[src/hw/ptf_pkg.sv]
// constants and types for the pack thermal and undervoltage fault logic
package ptf_pkg;
  // =====================================
  // clock and timing
  localparam int unsigned CLK_HZ = 250_000_000;
  localparam longint unsigned MS_DIV = 1000;
  localparam longint unsigned US_DIV = 1_000_000;
  localparam int unsigned OV_REL_MS = 200;
  localparam int unsigned OV_PER_MS = 4000;
  localparam int unsigned UV_SD_MS = 8000;
  localparam int unsigned FILT_US = 100;
  localparam int unsigned TS_PER_MS = 1000;
  localparam int unsigned TS_WIN_US = 1000;
  localparam int unsigned CNT_W = 32;
  localparam logic [CNT_W-1:0] OV_REL_CYC = CNT_W'(OV_REL_MS * longint'(CLK_HZ) / MS_DIV);
  localparam logic [CNT_W-1:0] OV_PER_CYC = CNT_W'(OV_PER_MS * longint'(CLK_HZ) / MS_DIV);
  localparam logic [CNT_W-1:0] UV_SD_CYC = CNT_W'(UV_SD_MS * longint'(CLK_HZ) / MS_DIV);
  localparam logic [CNT_W-1:0] FILT_CYC = CNT_W'(FILT_US * longint'(CLK_HZ) / US_DIV);
  localparam logic [CNT_W-1:0] TS_PER_CYC = CNT_W'(TS_PER_MS * longint'(CLK_HZ) / MS_DIV);
  localparam logic [CNT_W-1:0] TS_WIN_CYC = CNT_W'(TS_WIN_US * longint'(CLK_HZ) / US_DIV);
  localparam logic [CNT_W-1:0] CNT_ZERO = 32'h0000_0000;
  localparam logic [CNT_W-1:0] CNT_ONE = 32'h0000_0001;

  // =====================================
  // comparator input positions
  localparam int unsigned N_IN = 9;
  localparam int unsigned IX_HOT = 0;
  localparam int unsigned IX_OPEN = 1;
  localparam int unsigned IX_SHORT = 2;
  localparam int unsigned IX_EXTPU = 3;
  localparam int unsigned IX_UV = 4;
  localparam int unsigned IX_BELOW = 5;
  localparam int unsigned IX_ABOVE = 6;
  localparam int unsigned IX_LOAD = 7;
  localparam int unsigned IX_CHG = 8;
  localparam logic [N_IN-1:0] IN_RST = 9'h000;

  // =====================================
  // operating states
  typedef enum logic [2:0] {
    ST_ACTIVE = 3'h1,
    ST_UV = 3'h2,
    ST_SD = 3'h4
  } ptf_state_e;
endpackage : ptf_pkg
[src/hw/ptf_fault_logic.sv]
// fault decision logic: thermistor, undervoltage, overvoltage signalling, shutdown
// Functional notes
// - bias thermistor only when nobody else does
// - hot thermistor turns off both FETs
// - shorted thermistor opens FETs and shuts down
// - cold or open thermistor opens FETs, stays awake
// - overvoltage with option set pulls thermistor low
// - no charger detection while thermistor held low
// - pulldown ignores temperature monitor disable
// - release pulldown 200 ms every 4 s
// - undervoltage past delay turns off discharge FET
// - mode 0 recovers above threshold plus hysteresis
// - mode 1 also needs load removal
// - shutdown enable: 8 s undervoltage enters shutdown
// - shutdown disabled: undervoltage never shuts down
// - only charger insertion leaves shutdown
// - regulator off in shutdown
// - charger sense detection wakes from shutdown
// - open thermistor clears after filter time
// - external pullup seen keeps own bias off
`timescale 1ns/1ps
module ptf_fault_logic
  import ptf_pkg::*;
#(
  parameter logic [ptf_pkg::CNT_W-1:0] OV_REL = ptf_pkg::OV_REL_CYC,
  parameter logic [ptf_pkg::CNT_W-1:0] OV_PER = ptf_pkg::OV_PER_CYC,
  parameter logic [ptf_pkg::CNT_W-1:0] UV_SD = ptf_pkg::UV_SD_CYC,
  parameter logic [ptf_pkg::CNT_W-1:0] FILT = ptf_pkg::FILT_CYC,
  parameter logic [ptf_pkg::CNT_W-1:0] TS_PER = ptf_pkg::TS_PER_CYC,
  parameter logic [ptf_pkg::CNT_W-1:0] TS_WIN = ptf_pkg::TS_WIN_CYC
)
(
  input wire logic clk_sys,
  input wire logic rst_n,
  input wire logic clk_en,
  input wire logic ts_below_hot,
  input wire logic ts_open_or_cold,
  input wire logic ts_shorted,
  input wire logic ts_ext_pullup,
  input wire logic cell_uv_any,
  input wire logic cells_below_hyst_all,
  input wire logic cells_above_hyst_all,
  input wire logic load_removed,
  input wire logic charger_sense_input,
  input wire logic ov_fault,
  input wire logic ov_signal_via_thermistor,
  input wire logic temp_monitor_disable,
  input wire logic uv_recovery_needs_load_removal,
  input wire logic uv_shutdown_enable,
  input wire logic [ptf_pkg::CNT_W-1:0] undervoltage_delay_time,
  output logic charge_fet_drive,
  output logic discharge_fet_drive,
  output logic thermistor_bias_output,
  output logic ts_pull_out,
  output logic ts_pull_oe_n,
  output logic regulator_enable,
  output logic in_shutdown,
  output logic charger_present
);
  import ptf_pkg::*;

  // =====================================
  // input synchronisers and filters
  logic [N_IN-1:0] raw;
  logic [N_IN-1:0] sync1_reg;
  logic [N_IN-1:0] sync2_reg;
  logic [N_IN-1:0] flt_reg;

  assign raw[IX_HOT] = ts_below_hot;
  assign raw[IX_OPEN] = ts_open_or_cold;
  assign raw[IX_SHORT] = ts_shorted;
  assign raw[IX_EXTPU] = ts_ext_pullup;
  assign raw[IX_UV] = cell_uv_any;
  assign raw[IX_BELOW] = cells_below_hyst_all;
  assign raw[IX_ABOVE] = cells_above_hyst_all;
  assign raw[IX_LOAD] = load_removed;
  assign raw[IX_CHG] = charger_sense_input;

  always_ff @(posedge clk_sys)
  begin
    if (!rst_n)
    begin
      sync1_reg <= IN_RST;
      sync2_reg <= IN_RST;
    end
    else if (clk_en)
    begin
      sync1_reg <= raw;
      sync2_reg <= sync1_reg;
    end
  end

  // a level is accepted only after it differs for the whole filter time
  for (genvar gi = 0; gi < N_IN; gi++)
  begin : g_flt
    logic [CNT_W-1:0] fcnt_reg;
    always_ff @(posedge clk_sys)
    begin
      if (!rst_n)
      begin
        fcnt_reg <= CNT_ZERO;
        flt_reg[gi] <= 1'b0;
      end
      else if (clk_en)
      begin
        if (sync2_reg[gi] == flt_reg[gi])
          fcnt_reg <= CNT_ZERO;
        else if (fcnt_reg >= FILT - CNT_ONE)
        begin
          fcnt_reg <= CNT_ZERO;
          flt_reg[gi] <= sync2_reg[gi];
        end
        else
          fcnt_reg <= fcnt_reg + CNT_ONE;
      end
    end
  end

  // =====================================
  // overvoltage pulldown of the thermistor line
  ptf_state_e state_reg;
  ptf_state_e state_next;
  logic [CNT_W-1:0] ov_cnt_reg;
  wire ov_sig = ov_fault && ov_signal_via_thermistor && (state_next != ST_SD);
  wire ov_release = ov_cnt_reg < OV_REL;
  wire pd_next = ov_sig && !ov_release;
  wire chg_seen = flt_reg[IX_CHG] && ts_pull_oe_n;

  always_ff @(posedge clk_sys)
  begin
    if (!rst_n)
      ov_cnt_reg <= CNT_ZERO;
    else if (clk_en)
    begin
      if (!ov_sig || ov_cnt_reg >= OV_PER - CNT_ONE)
        ov_cnt_reg <= CNT_ZERO;
      else
        ov_cnt_reg <= ov_cnt_reg + CNT_ONE;
    end
  end

  // =====================================
  // thermistor check window and bias
  logic [CNT_W-1:0] ts_cnt_reg;
  wire ts_win = ts_cnt_reg < TS_WIN;
  wire mon_on = !temp_monitor_disable;
  wire hot_f = mon_on && flt_reg[IX_HOT];
  wire open_f = mon_on && flt_reg[IX_OPEN];
  wire short_f = mon_on && flt_reg[IX_SHORT];
  wire bias_next = ts_win && mon_on && !flt_reg[IX_EXTPU] && !pd_next
    && (state_next != ST_SD);

  always_ff @(posedge clk_sys)
  begin
    if (!rst_n)
      ts_cnt_reg <= CNT_ZERO;
    else if (clk_en)
    begin
      if (ts_cnt_reg >= TS_PER - CNT_ONE)
        ts_cnt_reg <= CNT_ZERO;
      else
        ts_cnt_reg <= ts_cnt_reg + CNT_ONE;
    end
  end

  // =====================================
  // undervoltage timing
  logic [CNT_W-1:0] uv_cnt_reg;
  logic [CNT_W-1:0] sd_cnt_reg;
  wire uv_trip = flt_reg[IX_UV] && (uv_cnt_reg > undervoltage_delay_time);
  wire uv_load_ok = !uv_recovery_needs_load_removal || flt_reg[IX_LOAD];
  wire uv_recover = flt_reg[IX_ABOVE] && uv_load_ok;
  wire uv_sd = uv_shutdown_enable && (sd_cnt_reg > UV_SD);
  wire sd_go = short_f || ((state_reg == ST_UV) && uv_sd);

  always_ff @(posedge clk_sys)
  begin
    if (!rst_n)
    begin
      uv_cnt_reg <= CNT_ZERO;
      sd_cnt_reg <= CNT_ZERO;
    end
    else if (clk_en)
    begin
      if (!flt_reg[IX_UV] || state_reg != ST_ACTIVE)
        uv_cnt_reg <= CNT_ZERO;
      else if (!uv_trip)
        uv_cnt_reg <= uv_cnt_reg + CNT_ONE;
      if (state_reg != ST_UV || !flt_reg[IX_BELOW])
        sd_cnt_reg <= CNT_ZERO;
      else if (!uv_sd)
        sd_cnt_reg <= sd_cnt_reg + CNT_ONE;
    end
  end

  // =====================================
  // operating state
  always_comb
  begin
    state_next = state_reg;
    unique case (state_reg)
      ST_ACTIVE:
        if (sd_go)
          state_next = ST_SD;
        else if (uv_trip)
          state_next = ST_UV;
      ST_UV:
        if (sd_go)
          state_next = ST_SD;
        else if (uv_recover)
          state_next = ST_ACTIVE;
      ST_SD:
        if (chg_seen)
          state_next = ST_ACTIVE;
      default:
        state_next = ST_SD;
    endcase
  end

  // hot and open thermistor faults open both FETs without leaving the active state
  wire therm_bad = hot_f || open_f || short_f;
  wire sd_n = state_next != ST_SD;
  wire chg_next = sd_n && !therm_bad;
  wire dsg_next = sd_n && !therm_bad && (state_next != ST_UV);

  always_ff @(posedge clk_sys)
  begin
    if (!rst_n)
    begin
      state_reg <= ST_ACTIVE;
      charge_fet_drive <= 1'b0;
      discharge_fet_drive <= 1'b0;
      thermistor_bias_output <= 1'b0;
      ts_pull_oe_n <= 1'b1;
      regulator_enable <= 1'b1;
      in_shutdown <= 1'b0;
      charger_present <= 1'b0;
    end
    else if (clk_en)
    begin
      state_reg <= state_next;
      charge_fet_drive <= chg_next;
      discharge_fet_drive <= dsg_next;
      thermistor_bias_output <= bias_next;
      ts_pull_oe_n <= !pd_next;
      regulator_enable <= sd_n;
      in_shutdown <= !sd_n;
      charger_present <= chg_seen;
    end
  end

  always_ff @(posedge clk_sys)
  begin
    ts_pull_out <= 1'b0;
  end
endmodule : ptf_fault_logic

[config.mk]
export PLATFORM = sky130hd
export DESIGN_NAME = ptf_fault_logic
export DESIGN_NICKNAME = d
export VERILOG_FILES = /design/src/hw/ptf_pkg.sv /design/src/hw/ptf_fault_logic.sv
export SDC_FILE = /design/constraint.sdc
export NUM_CORES = 1
export LEC_CHECK = 0
export BUFFER_PORTS_ARGS = -buffer_cell sky130_fd_sc_hd__buf_4
export CAP_MARGIN = 10
export CORE_ASPECT_RATIO = 0.9
export CORE_MARGIN = 3
export CORE_UTILIZATION = 40
export CTS_BUF_LIST = sky130_fd_sc_hd__clkbuf_2 sky130_fd_sc_hd__clkbuf_4 sky130_fd_sc_hd__clkbuf_8
export DETAILED_ROUTE_END_ITERATION = 10
export PLACE_DENSITY = 0.59
export SLEW_MARGIN = 20
export SYNTH_ARGS = -nofsm -noshare
export SYNTH_HDL_FRONTEND = slang
export SYNTH_SLANG_ARGS = --single-unit
[constraint.sdc]
create_clock -name clk_sys -period 3.7 [get_ports clk_sys]
set_clock_uncertainty 0.1 [all_clocks]
set_input_delay 0.185 -clock clk_sys [delete_from_list [all_inputs] [get_ports clk_sys]]
set_output_delay 0.185 -clock clk_sys [all_outputs]
set_load 0.02 [all_outputs]
Word level (Yosys, flattened, before mapping). Cells that the tools add are included.

$lt $le $gt $ge: 15. Eq/ne operators: 18. Add/subtract/negate cells: 13. Reduce and logical (&&, ||, !) cells: 45. Bitwise gates (word level): 9. Multiplexer cells: 30.

Operators with widths (count): 2-to-1 mux 32 bit (24); adder 32 x 1 -> 32 bit, second input constant (13); >= comparator 32 x 15 -> 1 bit, second input constant (9); >= comparator 32 x 28 -> 1 bit, second input constant (1); >= comparator 32 x 30 -> 1 bit, second input constant (1); greater-than comparator 32 x 31 -> 1 bit, second input constant (1); greater-than comparator 32 bit (1); less-than comparator 32 x 18 -> 1 bit, second input constant (1); less-than comparator 32 x 26 -> 1 bit, second input constant (1); AND reduction 3 bit (9); logical AND 1 bit (17); 2-to-1 mux 3 bit (5); logical NOT 1 bit (10); equality test 1 bit (9); NOT 1 bit (9); case mux 3 bit (3 select lines) (1); logical OR 1 bit (7); inequality test 3 x 2 -> 1 bit, second input constant (2); inequality test 2 x 1 -> 1 bit, second input constant (2); AND reduction 2 bit (2); equality test 3 x 1 -> 1 bit, second input constant (1); equality test 3 x 2 -> 1 bit, second input constant (1); equality test 3 bit, second input constant (1); inequality test 3 x 1 -> 1 bit, second input constant (1); inequality test 3 bit, second input constant (1).

Word-level logic and storage cells: 162. Register bits after elaboration: 453. Input bits: 49. Output and inout bits: 8.

Depth between registers and ports, before layout.
Word-level depth: 12. Depth in mapped cells: 11. Depth with buffers taken out: 9.

Worst setup path before layout. Ideal clock, no wire load.

Kind: register -> register. From: reg uv_cnt_reg[13]. To: reg uv_cnt_reg[26]. Period minus slack after synthesis: 2.603 ns. Library setup time: 0.071 ns. Required time: 3.529 ns. Arrival: 2.433 ns. Cell stages (with the launch flop): 10. Setup slack: 1.097 ns. Buffers on the path: 1. Cells stage by stage: dfxtp_1 ha_1 a21o_1 a21o_1 a221o_1 o31ai_4 nand4_2 buf_2 or3_1 a21oi_1.

Word-level cells in the longest chain between the ends: 4. Elaborated cells between the ends (all ways): 7. Classes of those cells: add/sub (1); order compare (1); eq/ne (1); mux (2); reduce/logical (2).

Ends and longest elaborated chain: start: declaration (line ptf_fault_logic.sv:168) `logic [CNT_W-1:0] uv_cnt_reg;`; start signal: assignment (line ptf_fault_logic.sv:188) `uv_cnt_reg <= uv_cnt_reg + CNT_ONE;`; greater-than comparator 32 bit (line ptf_fault_logic.sv:170) `wire uv_trip = flt_reg[IX_UV] && (uv_cnt_reg > undervoltage_delay_time);`; logical AND 1 bit (line ptf_fault_logic.sv:170); inequality test 2 x 1 -> 1 bit (no source line); AND reduction 2 bit (no source line).

Several ways; a longest one is shown, not always the timed one. The select of a mux whose other input is x is not followed. A chain may end at the register's enable or synchronous reset.

Worst setup path in the final report.
From: reg sd_cnt_reg[18]. To: reg charge_fet_drive.

Word-level cells in the longest chain between the ends: 8. Elaborated cells between the ends (all ways): 9. Classes of those cells: order compare (1); eq/ne (1); mux (3); reduce/logical (4).

Ends and longest elaborated chain: start: declaration (line ptf_fault_logic.sv:169) `logic [CNT_W-1:0] sd_cnt_reg;`; start signal: assignment (line ptf_fault_logic.sv:192) `sd_cnt_reg <= sd_cnt_reg + CNT_ONE;`; greater-than comparator 32 x 31 -> 1 bit * (line ptf_fault_logic.sv:173) `wire uv_sd = uv_shutdown_enable && (sd_cnt_reg > UV_SD);`; logical AND 1 bit * (line ptf_fault_logic.sv:173); logical AND 1 bit * (line ptf_fault_logic.sv:174) `wire sd_go = short_f || ((state_reg == ST_UV) && uv_sd);`; logical OR 1 bit * (line ptf_fault_logic.sv:174); 2-to-1 mux 3 bit (on tied branches) (line ptf_fault_logic.sv:208, ptf_fault_logic.sv:203); case mux 3 bit (3 select lines) * (line ptf_fault_logic.sv:201) `unique case (state_reg)`; inequality test 3 bit * (line ptf_fault_logic.sv:222) `wire sd_n = state_next != ST_SD;`; logical AND 1 bit * (line ptf_fault_logic.sv:223) `wire chg_next = sd_n && !therm_bad;`; end signal: assignment (line ptf_fault_logic.sv:242) `charge_fet_drive <= chg_next;`; end: declaration (line ptf_fault_logic.sv:51) `output logic charge_fet_drive,`.

Mark *: on every way between the ends. The rest lies on a longest branch, timed or not.

==> flow_summary.ini <==
[sta]
rsz0062_at_grt = false
setup_viol = 0
slew_violations = 0
fin_crit_sh_pct = 90.5
hold_viol_final = 0
fin_tns_setup_ns = 0
hold_ws_ns = 0.153
fin_crit_ns = 3.35
relSlewSlack_pct = 33.3
worstMarginPinSlew_ns = 0.995
fin_ws_ns = 0.350
max_freq_ghz = 0.298

[synth]
synthDominantCellAreaShare_pct = 45.3
ys_ff_latch = 453
ys_seq_area_share_pct = 45.3
synthDistinctLibCells = 77
ys_warn_count = 0
syn_area_mm2 = 0.0200
async_flop_share_pct = 0
synthMuxAreaShare_pct = 1.26
yosys.area_share.xor_xnor_pct = 5.73
synth-simple-area-share_pct = 27.8
syn_nets = 2450
ys_top_cells_by_area = dfxtp_1 (45%), nand2_1 (4.6%), and3_1 (4.1%)
synth_edf_count = 0
synth-compound-area-share_pct = 13.7
yosysMostFrequentCell = dfxtp_1
syn_inst = 2355
netlist_top_cells_count = dfxtp_1 (453), nand2_1 (243), nor2_1 (206), o21ai_0 (142), and3_1 (132)
syn_area_per_cell_um2 = 8.51
synthAdderAreaFrac_pct = 2.87
synth_top_family_by_area = simple AND/OR/NAND/NOR gates
yosys.area.top_type = dfxtp_1
ys.flop_type = dfxtp_1

[outcome]
status = finished clean

[global_route]
grt_first_pass_wirelength_um = 76700
antenna_found_initial = 0
grt_start_max_net_pins = 72
grt_pass1_vias = 15700
grt.total_usage_pct = 17.0
overflow = 0

[finish]
regArea_mm2 = 0.00907
syn2layout_area_growth_pct = 14.5
largest_reg_flops = 288
drive_gt1_share_pct = 9.99
nets = 2528
num-fill-cells = 4816
multiInputGateArea_mm2 = 0.0103
diodes = 0

[detailed_routing]
first_iter_violations = 986
avgRoutedWirePerCell_um = 14.5
routed_wl_um = 45900
dr.pass1.iters = 5
drt-vias-per-instance = 5.30
drc = 0
ant_nets = 0
via_count = 16800

[power_and_ir_drop]
cellPowerDensity_mw_per_mm2 = 435
p_sw_share_pct = 22.6
p_leak_uw = 0.00885
switchingPower_uw = 2250
internal-power_uw = 7710
seq_power_share_pct = 49.4
pwr-share-comb_pct = 3.4
vdd.ir_drop.worst_mv = 0.322
clock_power_share_pct = 47.2

[hold_path]
holdPathEnd = thermistor_bias_output
hp-class = primary input to flip-flop
hold_depth = 5
min_from = ov_signal_via_thermistor

[setup_path]
criticalPathCategory = flip-flop to flip-flop
cp.arrival_ns = 3.76
end_kind = flip-flop
r2r_end = charge_fet_drive
path_max_fanout = 18
ff2ff_setup_slack_ns = 0.35
rr_worst_depth = 8
critPathLaunchType = flip-flop
required_ns = 4.11
r2r-start = sd_cnt_reg[18]

[clocking]
cts_root_buf = clkbuf_8
clk_pin_slew_ns = 0.06
clockBufferDepth = 3
cts_sinks = 453
clk-insertion-delay-late_ns = 0.63
numCtsBuffers = 77
htree_levels = 3
tritoncts = yes

[placed_design]
place_ws_ns = 0.658
gp_congestion = 0.819
dp_hpwl_um = 30200
io_buffers = 55

[die]
die-area_mm2 = 0.0528
coreArea_mm2 = 0.0493
pin_count = 57
die_h_um = 218
initial_utilization_pct = 40.6
num_rows = 77
die_w_um = 242

[run]
max-cap-violations = 0
==> power by group through the flow <==
stage | sequential [uW] | clock [uW] | combinational, uW
after detailed placement | 5030 | 0 | 329
after global placement | 5030 | 0 | 322
final | 4920 | 4710 | 339
after global routing | 4920 | 5110 | 376
after CTS | 4920 | 4890 | 342
after floorplan | 5020 | 0 | 198
==> worst max-delay path by stage <==
stage          slack (ns)      startpoint                to
2_1_floorplan        1.10  uv_cnt_reg[13]    uv_cnt_reg[26]
3_3_place_gp         0.69  sd_cnt_reg[23]    ov_cnt_reg[16]
3_5_place_dp         0.66  sd_cnt_reg[23]    ov_cnt_reg[11]
4_1_cts              0.41  sd_cnt_reg[23]  charge_fet_drive
5_1_grt              0.06  sd_cnt_reg[18]  charge_fet_drive
6_report             0.35  sd_cnt_reg[18]  charge_fet_drive
==> area by class of cell <==
type                    count  area share [%]
flip-flops and latches    453            39.6
well taps                 671            3.66
clock inverters            19           0.693
clock buffers             119            6.46
inverters                  74            1.22
repair buffers             95            3.29
multi-input cells        1732            45.1
==> timing repair <==
item                      in CTS  in global routing
gates resized for setup        0                  0
buffers inserted               0                  0
hold buffers                  14                  0
hold endpoints to repair      26                  0
==> cell usage in the layout, fill, tap and decap left out, types with 8 or more instances in the layout <==
master	synthesis	routed
dfxtp_1	453	453
nand2_1	243	242
nor2_1	206	205
o21ai_0	142	141
and3_1	132	132
nand3_1	130	130
a21oi_1	119	117
clkbuf_8	0	95
and2_1	85	85
buf_4	1	80
nand4_1	73	73
inv_1	72	72
xor2_1	71	71
xnor2_1	60	60
nor4_1	58	58
ha_1	46	46
nor3_1	32	32
or3_1	31	31
a31oi_1	30	30
o31ai_1	29	29
clkbuf_4	0	25
mux2i_1	24	24
nand2b_1	23	23
a211oi_1	17	17
nor2b_1	16	16
o21ai_1	15	15
or4_1	14	14
dlygate4sd3_1	0	14
clkinv_2	0	13
a21o_1	10	10
and4_1	9	9
o21a_1	8	8
o41ai_1	8	8
==> cells by family after synthesis <==
group / count (synthesis)
AND/OR/NAND/NOR: 1082
flip-flops: 453
AO/OA/AOI/OAI: 447
buffers and inverters: 170
XOR/XNOR: 131
adder cells (fa/ha/maj): 46
multiplexers: 25
other: 1
==> metrics by stage <==
stage	util (%)	power, uW	instances	cell area (um2)
floorplan	-	5220	2355	20000
global placement	42.8	5350	3010	21100
detailed placement	42.8	5350	3010	21100
CTS	46.5	10100	3162	22900
global route	46.5	10400	3163	22900
finish	46.5	9970	3163	22900
==> worst max-delay path, stage by stage, from the launching register on <==
cell	delay (ns)
dfxtp_1	0.39
nor4b_1	0.26
nand4_1	0.16
a2111o_1	0.33
a21oi_2	0.69
o21ai_1	0.33
o211a_1	0.23
o21a_1	0.18
dlygate4sd3_1	0.55
==> layer usage <==
layer  track usage [%]  vias to the layer above  share of wire, %
li1                  -                     8570                 -
met1              23.7                     7849                50
met2              26.6                      283                43
met3              3.57                       63               4.7
met4              4.91                        0               1.7
met5                 0                        -                 0
Power figures use the tool's default switching activity.
